$ cat config.mk
export PLATFORM = sky130hd
export DESIGN_NAME = ids_sequencer
export DESIGN_NICKNAME = d
export VERILOG_FILES = /design/src/ids_pkg.sv /design/src/ids_mem_if.sv /design/src/ids_mem_port.sv /design/src/ids_sequencer.sv
export VERILOG_INCLUDE_DIRS = /design/src
export SDC_FILE = /design/constraint.sdc
export NUM_CORES = 1
export LEC_CHECK = 0
export BUFFER_PORTS_ARGS = -buffer_cell sky130_fd_sc_hd__buf_2
export CAP_MARGIN = 20
export CORE_MARGIN = 5
export CORE_UTILIZATION = 45
export DETAILED_ROUTE_END_ITERATION = 7
export GPL_TIMING_DRIVEN = 1
export PLACE_DENSITY = 0.75
export SLEW_MARGIN = 0
export SYNTH_ARGS = -nofsm -noshare
export SYNTH_HDL_FRONTEND = slang
export SYNTH_SLANG_ARGS = --single-unit
$ cat constraint.sdc
create_clock -name clock -period 11.1 [get_ports clock]
set_input_delay 0.555 -clock clock [delete_from_list [all_inputs] [get_ports clock]]
set_output_delay 0.555 -clock clock [all_outputs]
set_load 0.01 [all_outputs]
$ cat src/ids_params.svh
// Constants for the interrupt dispatch sequencer
`ifndef IDS_PARAMS_SVH
`define IDS_PARAMS_SVH
`define IDS_STATUS_INT 16'h8001
`define IDS_SEG_RECEIVER 8'h01
`define IDS_MARKER_WORDS 3'h4
`define IDS_STACK_REGS 3'h4
`define IDS_LOCK_OFS 16'h0012
`define IDS_MARKER_DEV_OFS 16'h0003
`define IDS_PRIV_BIT 15
`define IDS_SEG_LSB 0
`endif

$ cat src/ids_pkg.sv
// Types for the interrupt dispatch sequencer
package ids_pkg;
  typedef enum logic [4:0] {
    IDS_IDLE, IDS_FLUSH, IDS_MARK, IDS_PARM, IDS_SEG_RD, IDS_SEG_WAIT, IDS_XFER_RD, IDS_XFER_WAIT,
    IDS_LOCK_RD, IDS_LOCK_WAIT, IDS_LOCK_WR, IDS_BASE_RD, IDS_BASE_WAIT, IDS_BASE_WR, IDS_DEV_RD, IDS_DEV_WAIT,
    IDS_EXIT_DEC, IDS_HALT
  } ids_state_t;
  typedef enum logic [1:0] {
    IDS_OP_NONE, IDS_OP_DISPATCH, IDS_OP_LOCK, IDS_OP_UNLOCK
  } ids_op_t;
endpackage : ids_pkg

$ cat src/ids_mem_if.sv
// Memory word port shared by the sequencer and its memory port
`timescale 1ns/100ps
`default_nettype none
interface ids_mem_if;
  logic req;
  logic we;
  logic [15:0] addr;
  logic [15:0] wdata;
  logic done;
  logic [15:0] rdata;
  modport seq (output req, output we, output addr, output wdata, input done, input rdata);
  modport port (input req, input we, input addr, input wdata, output done, output rdata);
endinterface : ids_mem_if
`default_nettype wire

$ cat src/ids_mem_port.sv
// Registers one memory request onto the outside bus
`timescale 1ns/100ps
`default_nettype none
module ids_mem_port (
  input wire logic clock,
  input wire logic rst_n,
  ids_mem_if.port mif,
  output logic mem_req,
  output logic mem_we,
  output logic [15:0] mem_addr,
  output logic [15:0] mem_wdata,
  input wire logic mem_ack,
  input wire logic [15:0] mem_rdata
);
  typedef struct packed {
    logic req;
    logic we;
    logic [15:0] addr;
    logic [15:0] wdata;
  } ids_port_st_t;
  ids_port_st_t s_r;
  ids_port_st_t s_nxt;
  always_comb begin
    s_nxt = s_r;
    if (!s_r.req && mif.req) begin
      s_nxt.req = 1'b1;
      s_nxt.we = mif.we;
      s_nxt.addr = mif.addr;
      s_nxt.wdata = mif.wdata;
    end else if (s_r.req && mem_ack) begin
      s_nxt.req = 1'b0;
    end
  end
  always_ff @(posedge clock or negedge rst_n) begin
    if (!rst_n) begin
      s_r <= '0;
    end else begin
      s_r <= s_nxt;
    end
  end
  assign mem_req = s_r.req;
  assign mem_we = s_r.we;
  assign mem_addr = s_r.addr;
  assign mem_wdata = s_r.wdata;
  assign mif.done = s_r.req && mem_ack;
  assign mif.rdata = mem_rdata;
endmodule : ids_mem_port
`default_nettype wire

$ cat src/ids_sequencer.sv
// Interrupt entry, dispatcher lock and interrupt exit sequencer
// Behaviour
// - Non-control-stack internal interrupts keep working on the user's stack.
// - Entry first writes all held top-of-stack registers to memory.
// - Then push four-word marker, then the interrupt parameter.
// - Entry copies the current instruction into the index register.
// - Entry builds an external label aimed at receiver code in segment 1.
// - Load code bank, base and limit from segment 1 table entry.
// - Status becomes privileged, segment 1, all else clear.
// - Program counter loaded from transfer-table local label, then fetch resumes.
// - Pending bits in the two pending registers start interrupt entry.
// - Dispatch runs the dispatcher only from privileged mode.
// - Dispatch inside a handler sets greater code and base bit 0.
// - Lock increments, unlock decrements the count; non-zero means locked.
// - Dispatch while locked sets base bit 0 and continues.
// - Pending-dispatch bit clears on unlock reaching zero, or on exit with count zero when marker bit 0 and base bit 0 are both set.
// - Unlock with count already zero halts the system.
// - Exit outside segment 1 sends reset-interrupt to device at marker+3.
// - Marker bit 0 clear: return to process if marker equals base, else lower interrupt.
// - Marker bit 0 set, base bit 0 clear: return to dispatcher.
// - Both set, count zero: clear base word, jump to dispatcher.
// - Both set, count non-zero: return, leave pending-dispatch bit set.
`timescale 1ns/100ps
`default_nettype none
`include "ids_params.svh"
module ids_sequencer (
  input wire logic clock,
  input wire logic rst_n,
  input wire logic instr_boundary,
  input wire logic [15:0] pending_interrupt_reg_a,
  input wire logic [15:0] pending_interrupt_reg_b,
  input wire logic [7:0] int_xfer_index,
  input wire logic [15:0] int_parameter,
  input wire logic [15:0] current_instr,
  input wire logic [2:0] stack_reg_count,
  input wire logic [15:0] stack_reg_word0,
  input wire logic [15:0] stack_reg_word1,
  input wire logic [15:0] stack_reg_word2,
  input wire logic [15:0] stack_reg_word3,
  input wire logic [15:0] stack_ptr,
  input wire logic [15:0] marker_word0,
  input wire logic [15:0] marker_word1,
  input wire logic [15:0] marker_word2,
  input wire logic [15:0] marker_word3,
  input wire logic [15:0] status_in,
  input wire logic [15:0] marker_ptr,
  input wire logic [15:0] interrupt_stack_base,
  input wire logic [15:0] code_segment_table,
  input wire logic [15:0] segment_transfer_table,
  input wire logic in_handler,
  input wire logic dispatch_instr,
  input wire logic dispatcher_lock_instr,
  input wire logic dispatcher_unlock_instr,
  input wire logic interrupt_exit_instr,
  output logic busy,
  output logic done,
  output logic halted,
  output logic [15:0] index_reg,
  output logic [15:0] status_reg,
  output logic [15:0] code_bank,
  output logic [15:0] code_base,
  output logic [15:0] code_limit,
  output logic [15:0] prog_counter,
  output logic [15:0] ext_label,
  output logic fetch_start,
  output logic cond_code_greater,
  output logic enter_dispatcher,
  output logic [2:0] exit_path,
  output logic reset_int_valid,
  output logic [15:0] reset_int_device,
  output logic mem_req,
  output logic mem_we,
  output logic [15:0] mem_addr,
  output logic [15:0] mem_wdata,
  input wire logic mem_ack,
  input wire logic [15:0] mem_rdata
);
  typedef struct packed {
    ids_pkg::ids_state_t st;
    ids_pkg::ids_op_t op;
    logic [2:0] cnt;
    logic [15:0] sp;
    logic [15:0] lock_cnt;
    logic [15:0] base_word;
    logic busy;
    logic done;
    logic halted;
    logic [15:0] index_reg;
    logic [15:0] status_reg;
    logic [15:0] code_bank;
    logic [15:0] code_base;
    logic [15:0] code_limit;
    logic [15:0] prog_counter;
    logic [15:0] ext_label;
    logic fetch_start;
    logic cc_greater;
    logic enter_dispatch_instr;
    logic [2:0] exit_path;
    logic rst_valid;
    logic [15:0] rst_dev;
    logic mreq;
    logic mwe;
    logic [15:0] maddr;
    logic [15:0] mwdata;
  } ids_seq_st_t;
  ids_seq_st_t s_r;
  ids_seq_st_t s_nxt;
  ids_mem_if mif ();
  logic [15:0] stack_word [0:3];
  logic [15:0] mark_word [0:3];
  logic pending_any;
  logic [15:0] lock_addr;
  assign stack_word[0] = stack_reg_word0;
  assign stack_word[1] = stack_reg_word1;
  assign stack_word[2] = stack_reg_word2;
  assign stack_word[3] = stack_reg_word3;
  assign mark_word[0] = marker_word0;
  assign mark_word[1] = marker_word1;
  assign mark_word[2] = marker_word2;
  assign mark_word[3] = marker_word3;
  assign pending_any = (|pending_interrupt_reg_a) || (|pending_interrupt_reg_b);
  assign lock_addr = interrupt_stack_base - `IDS_LOCK_OFS;
  assign mif.req = s_r.mreq;
  assign mif.we = s_r.mwe;
  assign mif.addr = s_r.maddr;
  assign mif.wdata = s_r.mwdata;

  always_comb begin
    s_nxt = s_r;
    s_nxt.done = 1'b0;
    s_nxt.fetch_start = 1'b0;
    s_nxt.rst_valid = 1'b0;
    s_nxt.mreq = 1'b0;
    s_nxt.enter_dispatch_instr = 1'b0;
    case (s_r.st)
      ids_pkg::IDS_IDLE: begin
        s_nxt.busy = 1'b0;
        if (instr_boundary && pending_any) begin
          s_nxt.busy = 1'b1;
          s_nxt.sp = stack_ptr;
          s_nxt.cnt = 3'h0;
          s_nxt.index_reg = current_instr;
          s_nxt.ext_label = {int_xfer_index, `IDS_SEG_RECEIVER};
          s_nxt.st = ids_pkg::IDS_FLUSH;
        end else if (dispatch_instr) begin
          s_nxt.busy = 1'b1;
          s_nxt.op = ids_pkg::IDS_OP_DISPATCH;
          s_nxt.st = ids_pkg::IDS_LOCK_RD;
        end else if (dispatcher_lock_instr) begin
          s_nxt.busy = 1'b1;
          s_nxt.op = ids_pkg::IDS_OP_LOCK;
          s_nxt.st = ids_pkg::IDS_LOCK_RD;
        end else if (dispatcher_unlock_instr) begin
          s_nxt.busy = 1'b1;
          s_nxt.op = ids_pkg::IDS_OP_UNLOCK;
          s_nxt.st = ids_pkg::IDS_LOCK_RD;
        end else if (interrupt_exit_instr) begin
          s_nxt.busy = 1'b1;
          s_nxt.op = ids_pkg::IDS_OP_NONE;
          s_nxt.st = ids_pkg::IDS_LOCK_RD;
        end
      end
      ids_pkg::IDS_FLUSH: begin
        if (s_r.cnt >= stack_reg_count || s_r.cnt >= `IDS_STACK_REGS) begin
          s_nxt.cnt = 3'h0;
          s_nxt.st = ids_pkg::IDS_MARK;
        end else if (!s_r.mreq && !mem_req) begin
          // No new request while the port still holds one, so its ack is never lost
          s_nxt.mreq = 1'b1;
          s_nxt.mwe = 1'b1;
          s_nxt.maddr = s_r.sp + 16'h0001;
          s_nxt.mwdata = stack_word[s_r.cnt[1:0]];
        end else if (mif.done) begin
          s_nxt.sp = s_r.sp + 16'h0001;
          s_nxt.cnt = s_r.cnt + 3'h1;
        end
      end
      ids_pkg::IDS_MARK: begin
        if (s_r.cnt >= `IDS_MARKER_WORDS) begin
          s_nxt.st = ids_pkg::IDS_PARM;
        end else if (!s_r.mreq && !mem_req) begin
          s_nxt.mreq = 1'b1;
          s_nxt.mwe = 1'b1;
          s_nxt.maddr = s_r.sp + 16'h0001;
          s_nxt.mwdata = mark_word[s_r.cnt[1:0]];
        end else if (mif.done) begin
          s_nxt.sp = s_r.sp + 16'h0001;
          s_nxt.cnt = s_r.cnt + 3'h1;
        end
      end
      ids_pkg::IDS_PARM: begin
        if (!s_r.mreq && !mem_req) begin
          s_nxt.mreq = 1'b1;
          s_nxt.mwe = 1'b1;
          s_nxt.maddr = s_r.sp + 16'h0001;
          s_nxt.mwdata = int_parameter;
        end else if (mif.done) begin
          s_nxt.sp = s_r.sp + 16'h0001;
          s_nxt.cnt = 3'h0;
          s_nxt.st = ids_pkg::IDS_SEG_RD;
        end
      end
      ids_pkg::IDS_SEG_RD: begin
        if (mif.done) begin
          s_nxt.cnt = s_r.cnt + 3'h1;
          if (s_r.cnt == 3'h0) begin
            s_nxt.code_bank = mif.rdata;
          end else if (s_r.cnt == 3'h1) begin
            s_nxt.code_base = mif.rdata;
          end else begin
            s_nxt.code_limit = mif.rdata;
            s_nxt.status_reg = `IDS_STATUS_INT;
            s_nxt.st = ids_pkg::IDS_XFER_RD;
          end
        end else if (!s_r.mreq && !mem_req) begin
          s_nxt.mreq = 1'b1;
          s_nxt.mwe = 1'b0;
          s_nxt.maddr = code_segment_table + {13'h0000, s_r.cnt};
        end
      end
      ids_pkg::IDS_XFER_RD: begin
        if (!s_r.mreq && !mif.req) begin
          s_nxt.mreq = 1'b1;
          s_nxt.mwe = 1'b0;
          s_nxt.maddr = segment_transfer_table + {8'h00, s_r.ext_label[15:8]};
          s_nxt.st = ids_pkg::IDS_XFER_WAIT;
        end
      end
      ids_pkg::IDS_XFER_WAIT: begin
        if (mif.done) begin
          s_nxt.prog_counter = s_r.code_base + mif.rdata;
          s_nxt.fetch_start = 1'b1;
          s_nxt.done = 1'b1;
          s_nxt.st = ids_pkg::IDS_IDLE;
        end
      end
      ids_pkg::IDS_LOCK_RD: begin
        if (!s_r.mreq && !mif.req) begin
          s_nxt.mreq = 1'b1;
          s_nxt.mwe = 1'b0;
          s_nxt.maddr = lock_addr;
          s_nxt.st = ids_pkg::IDS_LOCK_WAIT;
        end
      end
      ids_pkg::IDS_LOCK_WAIT: begin
        if (mif.done) begin
          s_nxt.lock_cnt = mif.rdata;
          s_nxt.st = ids_pkg::IDS_BASE_RD;
        end
      end
      ids_pkg::IDS_BASE_RD: begin
        if (!s_r.mreq && !mif.req) begin
          s_nxt.mreq = 1'b1;
          s_nxt.mwe = 1'b0;
          s_nxt.maddr = interrupt_stack_base;
          s_nxt.st = ids_pkg::IDS_BASE_WAIT;
        end
      end
      ids_pkg::IDS_BASE_WAIT: begin
        if (mif.done) begin
          s_nxt.base_word = mif.rdata;
          s_nxt.st = ids_pkg::IDS_LOCK_WR;
          case (s_r.op)
            ids_pkg::IDS_OP_DISPATCH: begin
              if (!status_in[`IDS_PRIV_BIT]) begin
                s_nxt.done = 1'b1;
                s_nxt.st = ids_pkg::IDS_IDLE;
              end else if (in_handler || s_r.lock_cnt != 16'h0000) begin
                s_nxt.cc_greater = in_handler;
                s_nxt.base_word = mif.rdata | 16'h0001;
                s_nxt.st = ids_pkg::IDS_BASE_WR;
              end else begin
                s_nxt.enter_dispatch_instr = 1'b1;
                s_nxt.done = 1'b1;
                s_nxt.st = ids_pkg::IDS_IDLE;
              end
            end
            ids_pkg::IDS_OP_LOCK: begin
              s_nxt.lock_cnt = s_r.lock_cnt + 16'h0001;
            end
            ids_pkg::IDS_OP_UNLOCK: begin
              if (s_r.lock_cnt == 16'h0000) begin
                s_nxt.st = ids_pkg::IDS_HALT;
              end else begin
                s_nxt.lock_cnt = s_r.lock_cnt - 16'h0001;
                if (s_r.lock_cnt == 16'h0001) begin
                  s_nxt.base_word = mif.rdata & 16'hfffe;
                end
              end
            end
            default: begin
              s_nxt.st = (status_in[7:0] != `IDS_SEG_RECEIVER) ? ids_pkg::IDS_DEV_RD : ids_pkg::IDS_EXIT_DEC;
            end
          endcase
        end
      end
      ids_pkg::IDS_LOCK_WR: begin
        if (!s_r.mreq && !mem_req) begin
          s_nxt.mreq = 1'b1;
          s_nxt.mwe = 1'b1;
          s_nxt.maddr = lock_addr;
          s_nxt.mwdata = s_r.lock_cnt;
        end else if (mif.done) begin
          s_nxt.st = ids_pkg::IDS_BASE_WR;
        end
      end
      ids_pkg::IDS_BASE_WR: begin
        if (!s_r.mreq && !mem_req) begin
          s_nxt.mreq = 1'b1;
          s_nxt.mwe = 1'b1;
          s_nxt.maddr = interrupt_stack_base;
          s_nxt.mwdata = s_r.base_word;
        end else if (mif.done) begin
          s_nxt.done = 1'b1;
          s_nxt.st = ids_pkg::IDS_IDLE;
        end
      end
      ids_pkg::IDS_DEV_RD: begin
        if (!s_r.mreq && !mif.req) begin
          s_nxt.mreq = 1'b1;
          s_nxt.mwe = 1'b0;
          s_nxt.maddr = marker_ptr + `IDS_MARKER_DEV_OFS;
          s_nxt.st = ids_pkg::IDS_DEV_WAIT;
        end
      end
      ids_pkg::IDS_DEV_WAIT: begin
        if (mif.done) begin
          s_nxt.rst_valid = 1'b1;
          s_nxt.rst_dev = mif.rdata;
          s_nxt.st = ids_pkg::IDS_EXIT_DEC;
        end
      end
      ids_pkg::IDS_EXIT_DEC: begin
        s_nxt.done = 1'b1;
        s_nxt.st = ids_pkg::IDS_IDLE;
        if (!marker_ptr[0]) begin
          s_nxt.exit_path = (marker_ptr == interrupt_stack_base) ? 3'h2 : 3'h3;
        end else if (!s_r.base_word[0]) begin
          s_nxt.exit_path = 3'h4;
        end else if (s_r.lock_cnt == 16'h0000) begin
          s_nxt.exit_path = 3'h5;
          s_nxt.enter_dispatch_instr = 1'b1;
          s_nxt.base_word = 16'h0000;
          s_nxt.done = 1'b0;
          s_nxt.st = ids_pkg::IDS_BASE_WR;
        end else begin
          s_nxt.exit_path = (marker_ptr == interrupt_stack_base) ? 3'h6 : 3'h7;
        end
      end
      ids_pkg::IDS_HALT: begin
        s_nxt.halted = 1'b1;
      end
      default: begin
        s_nxt.st = ids_pkg::IDS_IDLE;
      end
    endcase
  end

  always_ff @(posedge clock or negedge rst_n) begin
    if (!rst_n) begin
      s_r <= '0;
    end else begin
      s_r <= s_nxt;
    end
  end

  ids_mem_port u_port (
    .clock(clock),
    .rst_n(rst_n),
    .mif(mif.port),
    .mem_req(mem_req),
    .mem_we(mem_we),
    .mem_addr(mem_addr),
    .mem_wdata(mem_wdata),
    .mem_ack(mem_ack),
    .mem_rdata(mem_rdata)
  );

  assign busy = s_r.busy;
  assign done = s_r.done;
  assign halted = s_r.halted;
  assign index_reg = s_r.index_reg;
  assign status_reg = s_r.status_reg;
  assign code_bank = s_r.code_bank;
  assign code_base = s_r.code_base;
  assign code_limit = s_r.code_limit;
  assign prog_counter = s_r.prog_counter;
  assign ext_label = s_r.ext_label;
  assign fetch_start = s_r.fetch_start;
  assign cond_code_greater = s_r.cc_greater;
  assign enter_dispatcher = s_r.enter_dispatch_instr;
  assign exit_path = s_r.exit_path;
  assign reset_int_valid = s_r.rst_valid;
  assign reset_int_device = s_r.rst_dev;
endmodule : ids_sequencer
`default_nettype wire

==> run metrics <==
P per Cell Area 233 nW/um^2; Yosys cell types 73; CTS tree yes; DR vias/cell roughly 6; worst path arrival time 4.24 ns; Post-CTS Hold Buffers 0; R2R depth 7; Top reg by flops s_r; Sw Share between 40 and 50%; Slowest cell on crit path nor3_2; Relative slew margins approximately a quarter; Largest register FFs just under 60; most common cell in the netlist dfrtp_1; Psw 1.85 mW; setup slack, reg-to-reg between 7 and 8 ns; pin slew with the least headroom to its limit approximately 1.1 ns; Worst R2R End mif.addr[12]$_DFFE_PN0P_; Yosys reg bits approximately 240; CP required roughly 12 ns; most common library cells after synthesis dfrtp_1, nand2_1, buf_4, o21ai_0, mux2_2; crit path cell chain or3b_2 -> nor3_2 -> nor3_1 -> and2_1 -> and2_1 -> a2111oi_0 -> a31oi_1; Final Cycle Share 34.5%; setup TNS 0 ns; die height around 200 um; Crit. path cell count 7; Post-synth EDFFs 0; Setup crit start kind flop; initial drt markers about 1.3k; area leader, netlist dfrtp_1; synth top area cells dfrtp_1, mux2_2, buf_4; Rows 69; Clock transition at path regs around 0.07 ns; worst-path maximum fanout 25; min Tclk post-route about 3.8 ns; Max Fclk between 200 and 300 MHz; vias in the first global route between 10k and 15k; Hold Vio Cnt, Final 0; clock sinks 242; syn_area_per_cell between 9 and 10 sq um; Setup crit start s_r[229]$_DFFE_PN0P_; Pre-Repair DR Iteration Count 6; reg2reg start s_r[229]$_DFFE_PN0P_; CTS H-tree depth 1; final net count about 2.4k; Core ar. 35500 sq um; via count 14.7k; post-synth top area share approximately 38%; maximum VDD drop about 0.16 mV; Initial Util 45.4%; Seq/Total Area, Yosys between 30% and 40%; Final setup viols 0; Max Transition Viols Final 0; postcts setup bufs 0; gp weighted congestion approximately 0.93; CP dominant cell by count and2_1; number of antenna violations at the first check in global routing 12; Filler cells 3203; crit path to mif.addr[12]$_DFFE_PN0P_; Hold Path Class primary input to async pin; sequential share of power 35.2%; outcome finished clean; Die ar. 39700 sq um; pin count of the biggest net entering global routing 104; first-pass GRT wire length 82.9 mm; Max Root-Sink Buffers 3; Ports a little under 500; Gate power share 43.9%; Antenna Nets Post-Route 0; Post-CTS Resized 0; Synthesis Warnings 0; Leak approximately 9 nW; Mapped Area around 16000 sq um; clock share of power between 20% and 30%; Layout area overhead 17.4%; grt ovf 0; share of layout cells above drive strength 1 35.0%; Max Cap Viol 0; CP peak stage delay ~0.72 ns; clock skew ~0.021 ns; CP delay by family, top simple AND/OR/NAND/NOR gates; critical path class flop to flop; hpwl dp between 40 and 50 mm; wire per inst approximately 22 um; Total Wirelength about 56 mm; asr flop ratio synth 100%; final core occ between 50% and 60%; chip width 199 um; Synth Flop Type dfrtp_1; Clock Latency Late Sink between 0.5 and 0.6 ns; CP endpoint kind flop; port bufs 467; Post-Syn Instances between 1.5k and 2k; Internal Power 2.55 mW; Root Buffer clkbuf_16; RSZ-0062 raised after global routing no; total track usage 26.7%; Residual DRC 0; TritonCTS Buffers 28; CP Buf/Inv Count 0
==> routing by layer <==
| metal | wire length [um] | up-vias | global-route usage (%) |
|---|---|---|---|
| met5 | 46 | - | 0 |
| met4 | 1350 | 6 | 7.12 |
| met3 | 4900 | 88 | 5.77 |
| met2 | 25800 | 644 | 41.7 |
| met1 | 24100 | 7194 | 37.9 |
| li1 | - | 6736 | - |
==> cell type report <==
cell class | count | area, sq um | share of cell area, %
multi-input cells | 1220 | 8620 | 45.6
clock inverters | 16 | 163 | 0.860
inverters | 46 | 175 | 0.926
flip-flops and latches | 242 | 6060 | 32.0
well taps | 461 | 577 | 3.05
repair buffers | 486 | 2530 | 13.4
clock buffers | 35 | 767 | 4.06
diodes | 10 | 25.0 | 0.132
==> cell usage in the layout (no fill, tap or decap), types with 11 or more instances in the layout <==
cell,count
and3_1,11
nand4_1,17
o221ai_1,11
buf_2,466
ha_1,38
inv_1,45
nor2_1,110
nand3_1,39
a31oi_1,35
o21ai_0,127
conb_1,21
a211oi_1,16
nand2_1,175
clkbuf_16,28
dfrtp_1,241
xor2_1,39
a22o_1,17
mux4_2,32
mux2_2,122
o22ai_1,16
buf_4,17
nor3_1,28
nor4_1,27
nand2b_1,16
a21oi_1,74
a221oi_1,18
xnor2_1,44
or3_1,14
==> power by group through the flow <==
stage	combinational, mW	sequential (mW)	clock, mW
global placement	1.87	1.53	0
detailed placement	1.91	1.55	0
global route	2.12	1.59	0.979
floorplan	1.52	1.41	0
CTS	1.92	1.54	0.941
finish	1.93	1.55	0.923
==> logic make-up after synthesis <==
| group | Yosys count | share of synthesized area, % |
|---|---|---|
| and+or+nand+nor | 501 | 14.9 |
| AOI/OAI and AO/OA | 414 | 16.6 |
| buffers and inverters | 271 | 9.56 |
| DFF | 242 | 37.6 |
| muxes | 160 | 13.4 |
| xor gates and xnor gates | 83 | 4.51 |
| adders and majority gates | 41 | 3.33 |
| other | 1 | 0.0233 |
==> worst min path at each step <==
stage                                endpoint  slack, ns  cells past startpoint
CTS                 status_reg[0]$_DFFE_PN0P_       0.04                      1
detailed placement         halted$_DFFE_PN0N_       0.46                      1
global placement     ext_label[0]$_DFFE_PN0P_       0.45                      1
floorplan                    busy$_DFFE_PN0P_       0.26                      0
finish                  fetch_start$_DFF_PN0_      0.001                      1
global route            fetch_start$_DFF_PN0_       0.07                      1
==> per-stage QoR <==
| step | area [sq um] | setup WS, ns | hold WS (ns) | instances | total power, mW |
|---|---|---|---|---|---|
| floorplan | 16200 | 7.55 | 0.259 | 1733 | 2.94 |
| global placement | 17900 | 7.49 | 0.449 | 2452 | 3.40 |
| detailed placement | 17900 | 7.36 | 0.457 | 2453 | 3.46 |
| CTS | 18800 | 7.34 | 0.0429 | 2504 | 4.40 |
| global route | 18900 | 7.02 | 0.0651 | 2514 | 4.69 |
| finish | 18900 | 7.27 | 0.00144 | 2516 | 4.40 |
(Power assumes the default switching activity.)
